==> config.mk <==
export PLATFORM = sky130hd
export DESIGN_NAME = bridge_command_register
export DESIGN_NICKNAME = d
export VERILOG_FILES = /design/src/logic/bridge_cmd_pkg.sv /design/src/logic/bridge_command_register.sv
export SDC_FILE = /design/constraint.sdc
export NUM_CORES = 1
export LEC_CHECK = 0
export ABC_AREA = 1
export BUFFER_PORTS_ARGS = -buffer_cell sky130_fd_sc_hd__buf_2
export CORE_UTILIZATION = 41
export CTS_BUF_LIST = sky130_fd_sc_hd__clkbuf_2
export DETAILED_ROUTE_END_ITERATION = 6
export GPL_ROUTABILITY_DRIVEN = 0
export PLACE_DENSITY = 0.8
export SLEW_MARGIN = 30
export SYNTH_ARGS = -nofsm -noshare
export SYNTH_HDL_FRONTEND = slang
export SYNTH_SLANG_ARGS = --single-unit
==> constraint.sdc <==
create_clock -name i_mclk -period 1.3 [get_ports i_mclk]
set_input_delay 0 -clock i_mclk [delete_from_list [all_inputs] [get_ports i_mclk]]
set_output_delay 0 -clock i_mclk [all_outputs]
set_load 0.02 [all_outputs]
==> src/logic/bridge_cmd_pkg.sv <==
// Constants and carriers for the bridge command register block
`default_nettype none

package bridge_cmd_pkg;
    localparam logic [7:0] BRIDGE_COMMAND_OFS  = 8'h04;
    localparam logic [15:0] BRIDGE_COMMAND_RST = 16'h0000;
    localparam int IO_EN_POS       = 0;
    localparam int MEM_EN_POS      = 1;
    localparam int BUS_MASTER_POS  = 2;
    localparam int SPECIAL_CYC_POS = 3;
    localparam int WR_INVAL_POS    = 4;
    localparam int PALETTE_POS     = 5;
    localparam int PARITY_RESP_POS = 6;
    localparam int SERR_EN_POS     = 8;
    localparam int B2B_POS         = 9;
    localparam int INT_DIS_POS     = 10;
    localparam int LOW_BYTE        = 0;
    localparam int HIGH_BYTE       = 1;

    typedef struct packed {
        logic        wr;
        logic        rd;
        logic [7:0]  addr;
        logic [1:0]  be;
        logic [15:0] wdata;
    } cfg_req_s;

    typedef struct packed {
        logic       valid;
        logic [7:0] code;
    } fwd_msg_s;
endpackage : bridge_cmd_pkg

`default_nettype wire

==> src/logic/bridge_command_register.sv <==
// Bridge command register with legacy interrupt, system error and parity gating
//
// Functional notes
// Disable clear: own legacy interrupt messages allowed
// Disable set: no own legacy interrupt messages
// Setting disable while asserted sends deassert
// Disable leaves forwarded messages untouched
// Back-to-back enable reads zero, ignores writes
// System error enable reports primary-side errors only
// Message when command or device control allows
// Reported errors recorded in bridge status
// Parity response write-once, gates parity flag
// Palette, invalidate, special cycle hardwired zero
// Reserved bits read zero, writes ignored
`timescale 1ns/10ps
`default_nettype none

module bridge_command_register
(
    input  wire logic                     i_mclk,            // Config clock
    input  wire logic                     i_sys_rst,         // Sync reset, active high
    input  wire bridge_cmd_pkg::cfg_req_s i_cfg,             // Config access request
    output var  logic [15:0]              o_cfg_rdata,       // Read data
    output var  logic                     o_cfg_rvalid,      // Read data valid pulse
    output var  logic [2:0]               o_space_enables,   // Bus master, mem, io
    input  wire logic                     i_own_int_req,     // PME or hot plug pending
    output var  logic                     o_inta_assert,     // Assert message pulse
    output var  logic                     o_inta_deassert,   // Deassert message pulse
    input  wire bridge_cmd_pkg::fwd_msg_s i_fwd_msg,         // Upstream forwarded message
    output var  bridge_cmd_pkg::fwd_msg_s o_fwd_msg,         // Forwarded message out
    input  wire logic                     i_pri_fatal_err,   // Primary-side fatal pulse
    input  wire logic                     i_pri_nonfatal_err,// Primary-side nonfatal pulse
    input  wire logic                     i_sec_err,         // Secondary-side error pulse
    input  wire logic                     i_dctl_fatal_en,   // Device control fatal enable
    input  wire logic                     i_dctl_nonfatal_en,// Device control nonfatal en
    output var  logic                     o_serr_msg,        // System error message pulse
    output var  logic                     o_status_serr,     // Status: system error sent
    input  wire logic                     i_status_serr_clr, // Status clear pulse
    input  wire logic                     i_master_parity_err,// Parity error seen
    output var  logic                     o_status_mdpe,     // Status: master parity err
    input  wire logic                     i_status_mdpe_clr  // Status clear pulse
);

    ////////////////////////////////////////////////////////////////////////////
    // Register storage and decode
    logic       int_disable;
    logic       serr_enable;
    logic       parity_resp;
    logic       parity_locked;
    logic [2:0] space_en;
    logic       int_asserted;

    wire hit      = i_cfg.addr == bridge_cmd_pkg::BRIDGE_COMMAND_OFS;
    wire wr_low   = i_cfg.wr && hit && i_cfg.be[bridge_cmd_pkg::LOW_BYTE];
    wire wr_high  = i_cfg.wr && hit && i_cfg.be[bridge_cmd_pkg::HIGH_BYTE];
    wire rd_hit   = i_cfg.rd && hit;

    logic [15:0] cmd_word;
    always_comb
    begin
        cmd_word = bridge_cmd_pkg::BRIDGE_COMMAND_RST;          // see see
        cmd_word[bridge_cmd_pkg::IO_EN_POS]       = space_en[0];
        cmd_word[bridge_cmd_pkg::MEM_EN_POS]      = space_en[1];
        cmd_word[bridge_cmd_pkg::BUS_MASTER_POS]  = space_en[2];
        cmd_word[bridge_cmd_pkg::PARITY_RESP_POS] = parity_resp;
        cmd_word[bridge_cmd_pkg::SERR_EN_POS]     = serr_enable;
        cmd_word[bridge_cmd_pkg::INT_DIS_POS]     = int_disable;
    end

    always_ff @(posedge i_mclk)
    begin
        if (i_sys_rst)
        begin
            space_en      <= 3'h0;
            parity_resp   <= 1'b0;
            parity_locked <= 1'b0;
            serr_enable   <= 1'b0;
            int_disable   <= 1'b0;
        end
        else
        begin
            if (wr_low)
            begin
                space_en <= i_cfg.wdata[bridge_cmd_pkg::BUS_MASTER_POS:bridge_cmd_pkg::IO_EN_POS];
                parity_locked <= 1'b1;
                if (!parity_locked)
                    parity_resp <= i_cfg.wdata[bridge_cmd_pkg::PARITY_RESP_POS];
            end
            if (wr_high)
            begin
                serr_enable <= i_cfg.wdata[bridge_cmd_pkg::SERR_EN_POS];
                int_disable <= i_cfg.wdata[bridge_cmd_pkg::INT_DIS_POS];
            end
        end
    end

    always_ff @(posedge i_mclk)
    begin
        if (i_sys_rst)
        begin
            o_cfg_rdata  <= 16'h0000;
            o_cfg_rvalid <= 1'b0;
        end
        else
        begin
            o_cfg_rvalid <= rd_hit;
            o_cfg_rdata  <= rd_hit ? cmd_word : 16'h0000;
        end
    end

    always_ff @(posedge i_mclk)
    begin
        if (i_sys_rst)
            o_space_enables <= 3'h0;
        else
            o_space_enables <= space_en;
    end

    ////////////////////////////////////////////////////////////////////////////
    // Own legacy interrupt emulation
    wire send_assert   = i_own_int_req && !int_disable && !int_asserted;    // see
    wire send_deassert = int_asserted && (int_disable || !i_own_int_req);

    always_ff @(posedge i_mclk)
    begin
        if (i_sys_rst)
        begin
            int_asserted    <= 1'b0;
            o_inta_assert   <= 1'b0;
            o_inta_deassert <= 1'b0;
        end
        else
        begin
            o_inta_assert   <= send_assert;
            o_inta_deassert <= send_deassert;
            if (send_assert)
                int_asserted <= 1'b1;
            else if (send_deassert)
                int_asserted <= 1'b0;
        end
    end

    // Forwarded messages bypass the disable
    always_ff @(posedge i_mclk)
    begin
        if (i_sys_rst)
            o_fwd_msg <= '0;
        else
            o_fwd_msg <= i_fwd_msg;
    end

    ////////////////////////////////////////////////////////////////////////////
    // System error reporting and status flags
    wire fatal_ok    = i_pri_fatal_err && (serr_enable || i_dctl_fatal_en);
    wire nonfatal_ok = i_pri_nonfatal_err && (serr_enable || i_dctl_nonfatal_en);
    wire serr_fire   = fatal_ok || nonfatal_ok;
    wire mdpe_set    = i_master_parity_err && parity_resp;

    always_ff @(posedge i_mclk)
    begin
        if (i_sys_rst)
        begin
            o_serr_msg    <= 1'b0;
            o_status_serr <= 1'b0;
            o_status_mdpe <= 1'b0;
        end
        else
        begin
            o_serr_msg <= serr_fire;
            if (serr_fire)
                o_status_serr <= 1'b1;
            else if (i_status_serr_clr)
                o_status_serr <= 1'b0;
            if (mdpe_set)
                o_status_mdpe <= 1'b1;
            else if (i_status_mdpe_clr)
                o_status_mdpe <= 1'b0;
        end
    end
endmodule : bridge_command_register

`default_nettype wire

# Yosys cells after proc, flatten, opt, wreduce, memory -nomap -nowiden
# Cells that the tools add are included.
# op_classes
multipliers	0
n_reduce_logical	22
addsub	0
bitwise_logic	2
n_mux	6
eq_ne	1
n_shift	0
n_div	0
n_lt_le_gt_ge	0
# op_table
op	count
logical AND 1 bit	10
== test 8 x 3 -> 1 bit (second input constant)	1
two-way mux 1 bit	6
nonzero test 2 bit	3
logical OR 1 bit	4
logical NOT 1 bit	3
inverter 1 bit	2
AND reduction 2 bit	1
OR reduction 2 bit	1
# totals
ramBits	0
input_bits	48
memories	0
register_bits	42
latchBits	0
output_inout_bits	34
rom_bits	0
elab_cells	48

# Longest topological paths before layout
# Gate-level depths: netlist of the first run.
# logic_depth
depth_word	5
depth_mapped	8
mapped_depth_nobuf	8

# Worst setup path before layout of the first run
# No wires, ideal clock.
# synth_path
path_type	reg2reg
start	register int_disable
end	register int_asserted
setup_ns	0.119
path_slack_ns	0.297
stages_incl_launch_ff	7
synth_period_minus_slack_ns	1.003
arrival_ns	0.883
cell_sequence	dfxtp_1 inv_1 nand2_1 inv_1 ha_1 o21ai_0 a21oi_1
# synth_via
elab_chain_len	4
# synth_lines
element	line	text
from (decl)	bridge_command_register.sv:46	logic int_disable;
from (signal assigned)	bridge_command_register.sv:92	int_disable <= i_cfg.wdata[bridge_cmd_pkg::INT_DIS_POS];
logical NOT 1 bit	bridge_command_register.sv:121	wire send_assert = i_own_int_req && !int_disable && !int_asserted;
logical AND 1 bit (2 in series)	bridge_command_register.sv:121	
two-way mux 1 bit or nonzero test 2 bit (tied branches)	--	
to (signal assigned)	bridge_command_register.sv:128	int_asserted <= 1'b0;
to (signal assigned)	bridge_command_register.sv:137	int_asserted <= 1'b1;
to (signal assigned)	bridge_command_register.sv:139	int_asserted <= 1'b0;
to (decl)	bridge_command_register.sv:51	logic int_asserted;
# Several ways; a longest one is shown, not always the timed one.
# A chain may end at the register's enable or synchronous reset.

# Final worst setup path of the first run
# layout_path
start	input i_sys_rst
end	register o_status_mdpe
# layout_rtl
element	line	text
from (decl)	bridge_command_register.sv:21	input wire logic i_sys_rst,
to (signal assigned)	bridge_command_register.sv:165	o_status_mdpe <= 1'b0;
to (signal assigned)	bridge_command_register.sv:175	o_status_mdpe <= 1'b1;
to (signal assigned)	bridge_command_register.sv:177	o_status_mdpe <= 1'b0;
to (decl)	bridge_command_register.sv:40	output var logic o_status_mdpe,
# No word-level cell between the ends.

==> results of run 1 <==
Yosys cell counts:
cell / count
o31ai_1: 1
buf_4: 10
conb_1: 1
inv_2: 1
nor2_4: 1
nand3_4: 1
a21oi_1: 3
buf_6: 1
nor2_1: 35
inv_1: 25
o21ai_0: 3
nand2_1: 19
clkbuf_1: 1
dfxtp_1: 32
nand4_1: 1
nand3_2: 2
nor2_2: 1
ha_1: 2
sequential cells by signal (all words and copies together) (netlist names), 3 cells and up:
signal	count
space_en	3
o_cfg_rdata	6
o_space_enables	3
o_fwd_msg	9
area by class of cell:
type	count	area, um2
clock buffers	5	25.0
clock inverters	2	7.51
fillers	214	767
inverters	26	97.6
multi-input cells	79	364
flip-flops and latches	32	641
well taps	30	37.5
repair buffers	93	628
layer usage:
layer,global-route usage,routed length [um],up-vias
met5,0,0,-
met4,0.0750,36,0
met3,0.101,309,6
met2,0.363,1310,59
met1,0.143,997,475
li1,-,-,578
worst reg2reg max path: cells and delay by family (launching register included):
family	cells	cell delay [ns]
flip-flops	1	0.33
buffers and inverters	2	0.63
AND/OR/NAND/NOR	3	0.14
cells by family after synthesis:
| family | synth area share |
|---|---|
| AO/OA/AOI/OAI | 0.0324 |
| adder cells (fa/ha/maj) | 0.0216 |
| buffers and inverters | 0.162 |
| AND/OR/NAND/NOR | 0.228 |
| flip-flops | 0.553 |
| other | 0.00324 |
stage by stage:
step / total power [mW] / utilization / cells / hold slack (ns) / worst slack (ns)
detailed placement: 1.24 / 0.564 / 228 / 0.204 / 0.240
floorplan: 1.18 / - / 149 / 0.100 / 0.297
CTS: 1.70 / 0.701 / 267 / 0.0149 / 0.100
finish: 1.69 / 0.701 / 267 / 0.0401 / 0.0180
global placement: 1.24 / 0.564 / 228 / 0.203 / 0.271
global route: 1.78 / 0.701 / 267 / 0.0251 / 0.0295
timing repair:
item,4_1_cts,5_1_grt
buffers inserted,0,0
hold buffers,32,0
hold endpoints to repair,27,0
resized for setup,0,0
where the power goes:
| group | switching [mW] | internal, mW | total, mW |
|---|---|---|---|
| Combinational | 0.135 | 0.126 | 0.262 |
| Sequential | 0.00838 | 1.01 | 1.02 |
| Clock | 0.296 | 0.111 | 0.407 |
| Total | 0.440 | 1.25 | 1.69 |
how the worst max path moves through the flow:
stage / start / end / cells after the start
6_report: i_sys_rst / o_status_mdpe / 5
5_1_grt: space_en[1] / space_en[1] / 5
4_1_cts: i_sys_rst / o_status_mdpe / 5
3_5_place_dp: int_disable / int_asserted / 6
3_3_place_gp: int_disable / int_asserted / 6
2_1_floorplan: int_disable / int_asserted / 6
==> results_dict.tcl, run 1 <==
set metrics [dict create \
    status "completed" \
    peakVddDrop_mv 0.748 \
    grt_max_degree 18 \
    coreArea_um2 2570 \
    drt-vias-per-instance 4.19 \
    dieArea_um2 3040 \
    rr_worst_depth 5 \
    synth_top_area_share 0.553 \
    cts_made_buffers 5 \
    hp-class "input pin to flip-flop" \
    critical-path-max-stage-delay_ns 0.57 \
    final_common_cell "buf_2" \
    clock_latency_ns 0.35 \
    slowest_stage "dlygate4sd3_1" \
    cpLargestDelayFamily "buffers and inverters" \
    drt_iter0_drc 1 \
    finalClockSkew_ns 0.00288 \
    wl_per_cell_um 9.92 \
    yosys_warnings 0 \
    ios 82 \
    finalHoldViolations 0 \
    overflow 0 \
    r2r_setup_slack_ns 0.10 \
    cap_violations 0 \
    drt.antenna.violating_nets 0 \
    period_share 0.986 \
    cts_tree "built" \
    crit_required_ns 1.59 \
    synth_area_leaders "dfxtp_1 (55%), nor2_1 (11%), inv_1 (8.1%)" \
    rsz0062_at_grt "false" \
    nNetsFinal 287 \
    setup_viol 0 \
    slew_viol_final 0 \
    grt_pass1_vias 926 \
    yosysSeqAreaShare 0.553 \
    num_rows 18 \
    path_buf_inv 4 \
    dp_hpwl_mm 1.53 \
    path_max_fanout 17 \
    critical_path_class "input pin to flip-flop" \
    worstPathCellList "dlygate4sd3_1, buf_2, buf_4, a21oi_1, dlygate4sd3_1" \
    cellLeakagePower_nw 1.00 \
    die_x_um 55.2 \
    antenna_found_initial 0 \
    start_util 0.451 \
    cts.htree.levels 2 \
    yosysTopAreaCell "dfxtp_1" \
    holdPathEnd "serr_enable" \
    path_common_cell "dlygate4sd3_1" \
    antennaDiodeCount 0 \
    area_growth_pct 55.4 \
    clk_pin_slew_worst_paths_ns 0.14 \
    grt_use_total 0.184 \
    start_kind "input pin" \
    arrival_ns 1.58 \
    cts-root-buf "clkbuf_2" \
    fin_area_um2 1800 \
    syn_inst 140 \
    postPlaceCellArea_um2 1450 \
    synth.distinct_cells 18 \
    synth-seq-cells 32 \
    via_count 1118 \
    io_buffers 60 \
    cts_buffer_depth 2 \
    power_density_nw_per_um2 938 \
    r2r-end "space_en[1]" \
    worstSetupEndpointType "flip-flop" \
    hp-start "i_cfg[27]" \
    synth_area_per_cell_um2 8.28 \
    grt_pass1_wl_mm 3.63 \
    synth_area_um2 1160 \
    clock-sinks 32 \
    worstReg2RegStart "space_en[1]" \
    wl_mm 2.65 \
    setup-tns-final_ns 0 \
    layout_min_cycle_time_ns 1.28 \
    firstDrtPassIters 4 \
    final_cell_mix "buf_2 (60), nor2_1 (35), dlygate4sd3_1 (32), dfxtp_1 (32), inv_1 (25)" \
    drcViolationCount 0 \
    die_h_um 55.2 \
    holdPathStages 5 \
    max_freq_ghz 0.780 \
    drive_above_1_share 0.304 \
]
No activity file was read; power rests on OpenSTA's default activity.
==> inputs of run 2 (changes only) <==
Settings changed: ABC_AREA 1 to default, CORE_UTILIZATION 41 to 42, PLACE_DENSITY 0.8 to 0.82.
==> run 2 against run 1 <==
Critical path type is now flip-flop to flip-flop. Register-to-register slack got worse by 0.09 ns. Largest power group unchanged. Combinational power hardly changed. Sequential share of layout area rose by 0.76 points. Largest cell class unchanged. Via count decreased by 9.1%. Core utilization fell by 1.5 points. Clock power up 5.4%. Design area decreased by 2.1%. Power increased by 0.93%. Worst setup slack worse by 0.0045 ns. Worst hold slack worse by 0.0030 ns.
==> results_dict.tcl, run 2 <==
set metrics [dict create \
    nNetsFinal 246 \
    start_kind "flip-flop" \
    fin_area_um2 1760 \
    post-place-cells 192 \
    hp-class "input pin to flip-flop" \
    n_fill_cell 199 \
    clockPowerShare 0.252 \
    start_util 0.457 \
    num_rows 18 \
    cellLeakagePower_nw 0.920 \
    drive_above_1_share 0.383 \
    final_common_cell "buf_2" \
    synth-async-reset-ratio 0 \
    antennaDiodeCount 0 \
    clk_pin_slew_worst_paths_ns 0.15 \
    finalHoldViolations 0 \
    largest_reg_flops 9 \
    path_max_fanout 3 \
    status "completed" \
    fin_util 0.687 \
    drt-vias-per-instance 4.50 \
    worstSetupEndpointType "flip-flop" \
    cts_tree "built" \
    cp-startpoint "serr_enable" \
    period_share 0.990 \
    worstReg2RegStart "serr_enable" \
    wl_per_cell_um 11.4 \
    cts.htree.levels 2 \
    yosysSeqAreaShare 0.546 \
    clock-sinks 32 \
    synth-seq-cells 32 \
    die_h_um 54.8 \
    r2r_setup_slack_ns 0.01 \
    holdPathStages 3 \
    synth_area_leaders "dfxtp_1 (55%), nor2b_1 (9.6%), buf_4 (6.4%)" \
    cap_violations 0 \
    antenna_found_initial 0 \
    critical_path_class "flip-flop to flip-flop" \
    grt_pass1_vias 895 \
    yosys.cell_count.top_type "dfxtp_1" \
    synth_top_area_share 0.546 \
    grt_pass1_wl_mm 3.51 \
    dp_hpwl_mm 1.68 \
    final_cell_mix "buf_2 (60), dfxtp_1 (32), dlygate4sd3_1 (26)" \
    power_frac_comb 0.153 \
    r2r-end "o_serr_msg" \
    layout_min_cycle_time_ns 1.29 \
    holdPathEnd "space_en[2]" \
    power_density_nw_per_um2 966 \
    coreArea_um2 2570 \
    grt_use_total 0.179 \
    slew_viol_final 0 \
    ys.flop_type "dfxtp_1" \
    synth_area_um2 1170 \
    p_seq_frac 0.595 \
    drcViolationCount 0 \
    synth.distinct_cells 23 \
    regMostFlops "o_fwd_msg" \
    clock_latency_ns 0.36 \
    area_growth_pct 50.4 \
    firstDrtPassIters 3 \
    setup_viol 0 \
    via_count 1016 \
    stdcell_count 226 \
    cts_buffer_depth 2 \
    p_int_mw 1.27 \
    peakVddDrop_mv 0.814 \
    grt_max_degree 22 \
    overflow 0 \
    reg_top3 "o_fwd_msg (9), o_cfg_rdata (6)" \
    switching_share 0.255 \
    setup-tns-final_ns 0 \
    crit_required_ns 1.60 \
    io_buffers 60 \
    postPlaceCellArea_um2 1460 \
    dieArea_um2 3010 \
    finalClockSkew_ns 0.00755 \
    drt_iter0_drc 8 \
    p_switching_uw 435 \
    synth_edf_count 0 \
    ios 82 \
    syn_inst 106 \
    drt.antenna.violating_nets 0 \
    cts-root-buf "clkbuf_2" \
    synth_area_per_cell_um2 11.1 \
    power.total_mw 1.70 \
    yosys_warnings 0 \
    yosys-top-cells-count "dfxtp_1 (32), nor2b_1 (18), buf_4 (10), nand2b_1 (8), and2_1 (6)" \
    cts_made_buffers 5 \
    hp-start "i_sys_rst" \
    wl_mm 2.57 \
    max_freq_ghz 0.777 \
    arrival_ns 1.58 \
    die_x_um 54.8 \
    rr_worst_depth 3 \
    yosysTopAreaCell "dfxtp_1" \
]
## run 2: cell count changes after synthesis, sizes merged, moves of 4 or more
cell    previous run  this run
nand2b             0         8
nor2              37         2
inv               26         3
nand2             19         1
and2               0         6
nor2b              0        18
mux2i              0         4
## run 2: what timing repair did
item                                   4_1_cts  5_1_grt
setup buffers                                0        1
hold buffers                                25        1
setup endpoints to repair                    0        1
endpoints found under the hold margin       22        2
gates resized for setup                      0        0
## run 2: logic make-up (layout without fill, tap and decap cells)
family,count (synthesis),count (layout),synth area share
compound gates,6,6,0.0299
fa+ha+maj,2,2,0.0213
simple gates,41,41,0.249
mux,7,7,0.0630
flops,32,32,0.546
other cells,1,10,0.00320
buf+inv,17,98,0.0875
## run 2: final cells by class
type | instances | area, um2 | area share
multi-input combinational | 66 | 463 | 0.263
sequential | 32 | 641 | 0.363
tap | 30 | 37.5 | 0.0213
clock inverter | 1 | 5.00 | 0.00284
clock buffer | 6 | 30.0 | 0.0170
inverter | 3 | 11.3 | 0.00639
timing repair buffer | 88 | 576 | 0.326
## run 2: layer usage
| layer | vias to the layer above | part of all wire | global-route usage |
|---|---|---|---|
| li1 | 499 | - | - |
| met1 | 460 | 0.38 | 0.156 |
| met2 | 50 | 0.53 | 0.335 |
| met3 | 7 | 0.075 | 0.0611 |
| met4 | 0 | 0.022 | 0.120 |
| met5 | - | 0 | 0 |
## run 2: worst max path at each step
stage / endpoint / cells past startpoint
floorplan: int_asserted / 5
global placement: space_en[1] / 4
detailed placement: int_asserted / 5
CTS: o_serr_msg / 3
global route: o_serr_msg / 3
finish: o_serr_msg / 3
## run 2: critical path: stages (launching register included)
cell,delay [ns]
dfxtp_1,0.37
o21ai_0,0.10
a21oi_1,0.19
dlygate4sd3_1,0.58
## run 2: metrics by stage
step	hold WS, ns	setup WS, ns
final	0.0371	0.0134
after global routing	0.0195	-0.0235
after CTS	0.0154	0.0318
after detailed placement	0.216	0.175
after global placement	0.208	0.210
after floorplan	0.128	0.231
## run 2: power groups by stage
| stage | sequential (mW) | combinational [mW] | clock [mW] |
|---|---|---|---|
| 6_report | 1.01 | 0.260 | 0.429 |
| 5_1_grt | 1.02 | 0.281 | 0.509 |
| 4_1_cts | 1.01 | 0.254 | 0.450 |
| 3_5_place_dp | 1.04 | 0.201 | 0 |
| 3_3_place_gp | 1.03 | 0.196 | 0 |
| 2_1_floorplan | 1.07 | 0.104 | 0 |
